**src/design/vsp_pkg.sv**
```systemverilog
// package of constants for the display controller two-wire slave port
package vsp_pkg;
	localparam logic [4:0] ADDR_UPPER = 5'h1D;
	localparam logic [6:0] PTR_RESET = 7'h00;
	localparam logic [6:0] PTR_LOW_LAST = 7'h04;
	localparam logic [6:0] PTR_MAP_DATA = 7'h06;
	localparam logic [6:0] PTR_HIGH_FIRST = 7'h07;
	localparam logic [6:0] PTR_HOLD = 7'h7F;
	localparam logic [2:0] BIT_LAST = 3'h7;
	localparam int FIFO_WIDTH = 8;
	localparam int FIFO_DEPTH = 8;
	typedef enum logic [2:0] {
		ST_IDLE = 3'b000,
		ST_ADDR = 3'b001,
		ST_ADDR_ACK = 3'b011,
		ST_RX = 3'b010,
		ST_RX_ACK = 3'b110,
		ST_TX = 3'b111,
		ST_TX_ACK = 3'b101,
		ST_IGNORE = 3'b100
	} vsp_state_type;
endpackage : vsp_pkg

```
**src/design/vsp_fifo.sv**
```systemverilog
// small flip-flop FIFO with valid and ready on both sides
`timescale 1ns/10ps
module vsp_fifo #(
	parameter int WIDTH = 8,
	parameter int DEPTH = 8
) (
	input wire logic mclk,
	input wire logic sys_rst,
	input wire logic inValid,
	output logic inReady,
	input wire logic [WIDTH-1:0] inData,
	output logic outValid,
	input wire logic outReady,
	output logic [WIDTH-1:0] outData
);
	localparam int AW = $clog2(DEPTH);
	logic [WIDTH-1:0] mem_reg [DEPTH];
	logic [AW-1:0] wrPtr_reg;
	logic [AW-1:0] rdPtr_reg;
	logic [AW:0] count_reg;
	wire doWrite = inValid && inReady;
	wire doRead = outValid && outReady;
	assign inReady = (count_reg != DEPTH[AW:0]);
	assign outValid = (count_reg != '0);
	assign outData = mem_reg[rdPtr_reg];
	always_ff @(posedge mclk or posedge sys_rst) begin
		if (sys_rst) begin
			wrPtr_reg <= '0;
			rdPtr_reg <= '0;
			count_reg <= '0;
		end else begin
			if (doWrite)
				wrPtr_reg <= wrPtr_reg + 1'b1;
			if (doRead)
				rdPtr_reg <= rdPtr_reg + 1'b1;
			count_reg <= count_reg + {{AW{1'b0}}, doWrite}
				- {{AW{1'b0}}, doRead};
		end
	end
	// storage needs no reset; empty flag guards the reads
	always_ff @(posedge mclk) begin
		if (doWrite)
			mem_reg[wrPtr_reg] <= inData;
	end
endmodule : vsp_fifo

```
**src/design/vsp_slave_port.sv**
```systemverilog
// two-wire serial slave port of a display controller
`timescale 1ns/10ps
//
// Contract
// - sda is input and open-drain output; scl is only sampled.
// - transfer is start, address with direction, command, data, stop.
// - start is sda fall with scl high; stop is sda rise.
// - transmitter changes sda only while scl is low.
// - receiver holds sda low in ninth pulse; device acks write bytes.
// - eighth address bit low writes, high reads.
// - address is 11101 then two strap-selected bits.
// - first written byte is stored as command pointer only.
// - first data byte goes to pointer, later ones to advanced pointer.
// - reads use stored pointer and advance it like writes.
// - pointer increments in ranges up to x0000100 and x000111..x1111110.
// - at x0000110 pointer holds, output-map pointer advances.
// - at x1111111 pointer stays fixed.
module vsp_slave_port
	import vsp_pkg::*;
(
	input wire logic mclk,
	input wire logic sys_rst,
	input wire logic sclIn,
	input wire logic sdaIn,
	output logic sdaOut,
	output logic sdaOe,
	input wire logic [1:0] addressStrapPin,
	output logic wrValid,
	input wire logic wrReady,
	output logic [6:0] wrAddr,
	output logic [7:0] wrData,
	output logic [6:0] rdAddr,
	input wire logic [7:0] rdData,
	output logic mapAdvance,
	output logic busBusy
);
	// ------------------------------------------------------------
	// pin synchronisers
	// ------------------------------------------------------------
	logic [1:0] sclSync_reg;
	logic [1:0] sdaSync_reg;
	logic sclLast_reg;
	logic sdaLast_reg;
	always_ff @(posedge mclk or posedge sys_rst) begin
		if (sys_rst) begin
			sclSync_reg <= 2'h3;
			sdaSync_reg <= 2'h3;
			sclLast_reg <= 1'b1;
			sdaLast_reg <= 1'b1;
		end else begin
			sclSync_reg <= {sclSync_reg[0], sclIn};
			sdaSync_reg <= {sdaSync_reg[0], sdaIn};
			sclLast_reg <= sclSync_reg[1];
			sdaLast_reg <= sdaSync_reg[1];
		end
	end
	wire scl = sclSync_reg[1];
	wire sda = sdaSync_reg[1];
	wire sclRise = scl && !sclLast_reg;
	wire sclFall = !scl && sclLast_reg;
	wire startSeen = scl && sclLast_reg && sdaLast_reg && !sda;
	wire stopSeen = scl && sclLast_reg && !sdaLast_reg && sda;

	// ------------------------------------------------------------
	// pointer rules
	// ------------------------------------------------------------
	function automatic logic [6:0] ptrAdvance(input logic [6:0] p);
		if (p == PTR_HOLD)
			return p;
		if (p == PTR_MAP_DATA)
			return p;
		if (p <= PTR_LOW_LAST || p >= PTR_HIGH_FIRST)
			return p + 7'h01;
		return p;
	endfunction : ptrAdvance

	// ------------------------------------------------------------
	// write path buffer
	// ------------------------------------------------------------
	logic pushValid_reg;
	logic [14:0] pushWord_reg;
	logic pushReady;
	logic [14:0] popWord;
	logic popValid;
	vsp_fifo #(.WIDTH(15), .DEPTH(FIFO_DEPTH)) uFifo (
		.mclk(mclk),
		.sys_rst(sys_rst),
		.inValid(pushValid_reg),
		.inReady(pushReady),
		.inData(pushWord_reg),
		.outValid(popValid),
		.outReady(wrReady && !wrValid),
		.outData(popWord)
	);
	always_ff @(posedge mclk or posedge sys_rst) begin
		if (sys_rst) begin
			wrValid <= 1'b0;
			wrAddr <= 7'h00;
			wrData <= 8'h00;
		end else if (wrValid) begin
			wrValid <= 1'b0;
		end else if (popValid && wrReady) begin
			wrValid <= 1'b1;
			wrAddr <= popWord[14:8];
			wrData <= popWord[7:0];
		end
	end

	// ------------------------------------------------------------
	// bit engine decode
	// ------------------------------------------------------------
	vsp_state_type state_reg;
	vsp_state_type state_next;
	logic [2:0] bitCnt_reg;
	logic [2:0] bitCnt_next;
	logic [7:0] shift_reg;
	logic [7:0] shift_next;
	logic [6:0] ptr_reg;
	logic [6:0] ptr_next;
	logic haveCmd_reg;
	logic haveCmd_next;
	logic ackHeld_reg;
	logic ackHeld_next;
	logic masterNack_reg;
	logic masterNack_next;
	logic sdaOe_next;
	logic busBusy_next;
	logic pushValid_next;
	logic [14:0] pushWord_next;
	logic mapAdvance_next;

	wire [6:0] ourAddr = {ADDR_UPPER, addressStrapPin};
	wire [7:0] rxByte = {shift_reg[6:0], sda};
	wire addrMatch = (rxByte[7:1] == ourAddr);
	wire byteDone = sclRise && (bitCnt_reg == BIT_LAST);
	wire txLast = sclFall && (bitCnt_reg == BIT_LAST);
	wire inAck = (state_reg == ST_ADDR_ACK) || (state_reg == ST_RX_ACK);
	// drive low only after scl falls, held through ninth pulse
	wire ackStart = inAck && sclFall && !ackHeld_reg;
	wire ackEnd = inAck && sclFall && ackHeld_reg;
	wire readReq = (state_reg == ST_ADDR_ACK) && shift_reg[0];
	wire cmdPhase = (state_reg == ST_ADDR_ACK) && !shift_reg[0];
	wire [6:0] ptrStep = ptrAdvance(ptr_reg);
	wire atMap = (ptr_reg == PTR_MAP_DATA);

	// ------------------------------------------------------------
	// bit engine next state
	// ------------------------------------------------------------
	always_comb begin
		state_next = state_reg;
		bitCnt_next = bitCnt_reg;
		shift_next = shift_reg;
		ptr_next = ptr_reg;
		haveCmd_next = haveCmd_reg;
		ackHeld_next = ackHeld_reg;
		masterNack_next = masterNack_reg;
		sdaOe_next = sdaOe;
		busBusy_next = busBusy;
		pushValid_next = 1'b0;
		pushWord_next = pushWord_reg;
		mapAdvance_next = 1'b0;
		if (startSeen) begin
			state_next = ST_ADDR;
			bitCnt_next = 3'h0;
			sdaOe_next = 1'b0;
			busBusy_next = 1'b1;
		end else if (stopSeen) begin
			state_next = ST_IDLE;
			sdaOe_next = 1'b0;
			busBusy_next = 1'b0;
		end else begin
			unique case (state_reg)
			ST_IDLE, ST_IGNORE: begin
				sdaOe_next = 1'b0;
			end
			ST_ADDR: begin
				if (sclRise) begin
					shift_next = rxByte;
					bitCnt_next = bitCnt_reg + 3'h1;
				end
				if (byteDone)
					state_next = addrMatch ? ST_ADDR_ACK : ST_IGNORE;
				ackHeld_next = 1'b0;
			end
			ST_ADDR_ACK, ST_RX_ACK: begin
				if (ackStart) begin
					sdaOe_next = 1'b1;
					ackHeld_next = 1'b1;
				end else if (ackEnd) begin
					sdaOe_next = 1'b0;
					ackHeld_next = 1'b0;
					bitCnt_next = 3'h0;
					if (readReq) begin
						state_next = ST_TX;
						shift_next = rdData;
						sdaOe_next = !rdData[7];
					end else begin
						state_next = ST_RX;
					end
					if (cmdPhase)
						haveCmd_next = 1'b0;
				end
			end
			ST_RX: begin
				if (sclRise) begin
					shift_next = rxByte;
					bitCnt_next = bitCnt_reg + 3'h1;
				end
				if (byteDone && !haveCmd_reg) begin
					state_next = ST_RX_ACK;
					ptr_next = rxByte[6:0];
					haveCmd_next = 1'b1;
				end else if (byteDone) begin
					state_next = ST_RX_ACK;
					// full buffer drops the byte rather than stretching scl
					pushValid_next = pushReady;
					pushWord_next = {ptr_reg, rxByte};
					ptr_next = ptrStep;
					mapAdvance_next = atMap;
				end
			end
			ST_TX: begin
				if (sclFall) begin
					bitCnt_next = bitCnt_reg + 3'h1;
					shift_next = {shift_reg[6:0], 1'b0};
					sdaOe_next = !shift_reg[6];
				end
				if (txLast) begin
					state_next = ST_TX_ACK;
					sdaOe_next = 1'b0;
					ptr_next = ptrStep;
					mapAdvance_next = atMap;
				end
			end
			ST_TX_ACK: begin
				if (sclRise)
					masterNack_next = sda;
				if (sclFall) begin
					bitCnt_next = 3'h0;
					if (masterNack_reg) begin
						state_next = ST_IGNORE;
					end else begin
						state_next = ST_TX;
						shift_next = rdData;
						sdaOe_next = !rdData[7];
					end
				end
			end
			endcase
		end
	end

	// ------------------------------------------------------------
	// bit engine registers
	// ------------------------------------------------------------
	always_ff @(posedge mclk or posedge sys_rst) begin
		if (sys_rst) begin
			state_reg <= ST_IDLE;
			bitCnt_reg <= 3'h0;
			shift_reg <= 8'h00;
		end else begin
			state_reg <= state_next;
			bitCnt_reg <= bitCnt_next;
			shift_reg <= shift_next;
		end
	end

	// pointer survives stop so a later read starts where the write left it
	always_ff @(posedge mclk or posedge sys_rst) begin
		if (sys_rst) begin
			ptr_reg <= PTR_RESET;
			haveCmd_reg <= 1'b0;
		end else begin
			ptr_reg <= ptr_next;
			haveCmd_reg <= haveCmd_next;
		end
	end

	always_ff @(posedge mclk or posedge sys_rst) begin
		if (sys_rst) begin
			ackHeld_reg <= 1'b0;
			masterNack_reg <= 1'b0;
		end else begin
			ackHeld_reg <= ackHeld_next;
			masterNack_reg <= masterNack_next;
		end
	end

	// open drain: the data level is always low, only the enable moves
	always_ff @(posedge mclk or posedge sys_rst) begin
		if (sys_rst) begin
			sdaOut <= 1'b0;
			sdaOe <= 1'b0;
			busBusy <= 1'b0;
		end else begin
			sdaOut <= 1'b0;
			sdaOe <= sdaOe_next;
			busBusy <= busBusy_next;
		end
	end

	always_ff @(posedge mclk or posedge sys_rst) begin
		if (sys_rst) begin
			pushValid_reg <= 1'b0;
			pushWord_reg <= 15'h0000;
		end else begin
			pushValid_reg <= pushValid_next;
			pushWord_reg <= pushWord_next;
		end
	end

	// read address lags the pointer a cycle; read data is taken much later
	always_ff @(posedge mclk or posedge sys_rst) begin
		if (sys_rst) begin
			rdAddr <= PTR_RESET;
			mapAdvance <= 1'b0;
		end else begin
			rdAddr <= ptr_reg;
			mapAdvance <= mapAdvance_next;
		end
	end
endmodule : vsp_slave_port

```
**config.mk**
```make
export PLATFORM = sky130hd
export DESIGN_NAME = vsp_slave_port
export DESIGN_NICKNAME = d
export VERILOG_FILES = /design/src/design/vsp_pkg.sv /design/src/design/vsp_fifo.sv /design/src/design/vsp_slave_port.sv
export SDC_FILE = /design/constraint.sdc
export NUM_CORES = 1
export LEC_CHECK = 0
export BUFFER_PORTS_ARGS = -buffer_cell sky130_fd_sc_hd__buf_2
export CAP_MARGIN = 5
export CORE_UTILIZATION = 40
export CTS_CLUSTER_SIZE = 24
export DETAILED_ROUTE_END_ITERATION = 7
export SKIP_LAST_GASP = 1
export SYNTH_ARGS = -nofsm -noshare
export SYNTH_HDL_FRONTEND = slang
export SYNTH_SLANG_ARGS = --single-unit
```
**constraint.sdc**
```tcl
create_clock -name mclk -period 3.94 [get_ports mclk]
set_input_delay 0.985 -clock mclk [delete_from_list [all_inputs] [get_ports mclk]]
set_output_delay 0.985 -clock mclk [all_outputs]
set_load 0.02 [all_outputs]
```
==> impl_metrics.env <==
export IMPL_status="completed"
export IMPL_path_class="reg2reg"
export IMPL_cts_tree="done"
export IMPL_crit_top_cell="mux2_2"
export IMPL_post_drt_wl_per_cell_microns=18.29
export IMPL_pwr_share_seq_pct=47.8
export IMPL_ys_seq_elements=201
export IMPL_nets=621
export IMPL_fmax_mhz=445.4
export IMPL_synth_most_common_cell="edfxtp_1"
export IMPL_worstSetupEndpointType="register"
export IMPL_stdcell_area_sq_mm=0.009630
export IMPL_setup_tns_ns=0
export IMPL_synth_fp_nets=571
export IMPL_cts_htree_levels=1
export IMPL_grt_max_degree=36
export IMPL_ys_top_cells_by_area="edfxtp_1, dfrtp_1, mux4_2, mux2_2, mux2i_1"
export IMPL_crit_path_max_incr_delay_ns=0.73
export IMPL_drt_wl_total_microns=16060
export IMPL_max_slew_margin_rel_pct=26.73
export IMPL_grt_use_total_pct=15.61
export IMPL_syn_area_sq_mm=0.008421
export IMPL_worst_path_max_delay_cell="dfrtp_1"
export IMPL_grt_pass1_wl_microns=26140
export IMPL_worst_pin_slew_ns=1.099
export IMPL_multiInputGateArea_sq_mm=0.002584
export IMPL_clk_pin_slew_ns=0.06
export IMPL_hold_class="reg2reg"
export IMPL_post_cts_resized=0
export IMPL_clkSinkCount=201
export IMPL_internal_power_w=0.004079
export IMPL_cts_root_buffer="clkbuf_16"
export IMPL_synth_top_area_cell="edfxtp_1"
export IMPL_die_area_sq_mm=0.02164
export IMPL_setup_violations=0
export IMPL_regArea_sq_mm=0.005639
export IMPL_drive_gt1_share_pct=26.97
export IMPL_synthToLayoutAreaGrowth_pct=14.37
export IMPL_placed_area_sq_mm=0.008927
export IMPL_avgViaCountPerCell=5.284
export IMPL_fin_crit_ns=2.245
export IMPL_cp_required_ns=4.31
export IMPL_synth_flop_cell="edfxtp_1"
export IMPL_crit_chain="inv_1, o22ai_2, mux2_2, mux2_2"
export IMPL_boundaryPins=42
export IMPL_cts_setup_buffers=0
export IMPL_switchingPower_w=0.001629
export IMPL_antenna_found_initial=0
export IMPL_core_rowCount=52
export IMPL_async_flop_share_pct=40.30
export IMPL_ant_nets=0
export IMPL_power_frac_comb_pct=17.8
export IMPL_synth_top_cell_area_share_pct=42.79
export IMPL_drt_iter0_markers=262
export IMPL_die_h_microns=147.1
export IMPL_hold_violations=0
export IMPL_critical_path_arrival_ns=2.62
export IMPL_gp_congestion=0.8347
export IMPL_cts_buffers=22
export IMPL_slew_violations=0
export IMPL_period_share_pct=56.99
export IMPL_yosysSeqAreaShare_pct=66.95
export IMPL_yosysUniqueCellTypes=63
export IMPL_largest_reg_flops=120
export IMPL_path_max_fanout=19
export IMPL_overflow=0
export IMPL_syn_inst=542
export IMPL_ir_worst_vdd_mv=0.3795
export IMPL_maxCapViolCount=0
export IMPL_synth_commonest_cells="edfxtp_1, dfrtp_1, nor2_1, a21oi_1, mux4_2"
export IMPL_grt_pass1_vias=4803
export IMPL_core_sq_mm=0.02043
export IMPL_first_pass_iters=4
export IMPL_io_buffers=40
export IMPL_diodes=0
export IMPL_n_fill_cell=1808
export IMPL_avgSynthCellArea_sq_um=15.54
export IMPL_yosys_warnings=0
export IMPL_hpwl_microns=10290
export IMPL_cts_buffer_depth=3
export IMPL_synth_edff_count=120
export IMPL_rsz0062_at_grt="false"
export IMPL_finClkSkew_ns=0.008664
export IMPL_critical_path_buf_inv_count=1
export IMPL_path_delay_family="flip-flops"
export IMPL_clkPwrFrac_pct=34.4
export IMPL_start_util_pct=41.22
export IMPL_netSwitchingFraction_pct=28.55
export IMPL_p_per_area_mw_per_mm2=592.7
export IMPL_drcViolationCount=0
export IMPL_postCtsHoldBufs=0
export IMPL_crit_path_start_kind="register"
export IMPL_num_vias=4639
export IMPL_die_w_microns=147.1
export IMPL_leakagePower_nw=3.727
export IMPL_clkLatencyLatePin_ns=0.49
-- final timing paths --
check / start / to / slack (ns) / depth (start not counted)
worst max-delay path: state_reg[1] / shift_reg[5] / 1.69 / 4
worst min-delay path: sclSync_reg[0] / sclSync_reg[1] / 0.36 / 0
worst max register to register: state_reg[1] / shift_reg[5] / 1.69 / 4
worst min register to register: sclSync_reg[0] / sclSync_reg[1] / 0.36 / 0
max in group asynchronous: sys_rst / rdAddr[6] / 2.73 / 3
min in group asynchronous: sys_rst / state_reg[2] / 0.45 / 2
-- layout by cell type, fill, tap and decap left out, drive strengths merged, types with 6 or more instances in the layout --
| cell type | n |
|---|---|
| mux2 | 31 |
| mux4 | 30 |
| a21oi | 32 |
| nor3 | 8 |
| nand3 | 16 |
| clkinv | 9 |
| nand2b | 10 |
| dfrtp | 75 |
| and3 | 7 |
| dfstp | 6 |
| buf | 53 |
| nand2 | 24 |
| clkbuf | 30 |
| mux2i | 17 |
| inv | 17 |
| nor2 | 32 |
| o21ai | 17 |
| ha | 13 |
| xnor2 | 6 |
| edfxtp | 120 |
-- worst register-to-register path, stage by stage, from the launching register on --
cell	delay, ns
dfrtp_1	0.73
inv_1	0.27
o22ai_2	0.48
mux2_2	0.39
mux2_2	0.26
-- power groups by stage --
stage / logic [W] / registers [W] / clock network, W
finish: 0.00102 / 0.00273 / 0.00196
detailed placement: 0.00103 / 0.00278 / 0
CTS: 0.00103 / 0.00274 / 0.00202
floorplan: 0.000930 / 0.00259 / 0
global route: 0.00112 / 0.00278 / 0.00210
global placement: 0.000992 / 0.00277 / 0
-- metrics by stage --
step	std cells	power [W]	util [%]	setup WS, ns	hold WS (ns)
floorplan	542	0.003518	-	0.8848	0.3452
finish	878	0.005708	47.14	1.695	0.3551
detailed placement	838	0.003807	43.70	1.403	0.3473
CTS	878	0.005789	47.14	1.692	0.3574
global placement	838	0.003760	43.70	1.495	0.3494
global route	878	0.005990	47.14	1.556	0.3623
-- cell families after synthesis --
group                      after synthesis  share of synthesized area (%)
AOI/OAI and AO/OA                       78                          6.092
xor gates and xnor gates                11                          1.233
adders and majority gates               14                          2.169
buffers and inverters                   45                          2.526
DFF                                    201                          66.95
muxes                                   78                          14.19
other                                    1                        0.04453
and+or+nand+nor                        114                          6.791
-- metal layers --
| layer | vias to the layer above | routed length, microns | GRT usage, % |
|---|---|---|---|
| met1 | 2354 | 7511 | 21.90 |
| met3 | 24 | 656 | 2.609 |
| met2 | 109 | 7583 | 25.21 |
| li1 | 2152 | - | - |
| met5 | - | 0 | 0 |
| met4 | 0 | 308 | 4.227 |
-- layout make-up --
cell class                      count  area share, %
Timing Repair Buffer               53          3.092
Clock inverter                     10         0.7405
Tap cell                          270          3.508
Multi-Input combinational cell    296          26.83
Sequential cell                   201          58.56
Inverter                           18         0.7146
Clock buffer                       30          6.561
No activity file was read; power rests on OpenSTA's default activity.
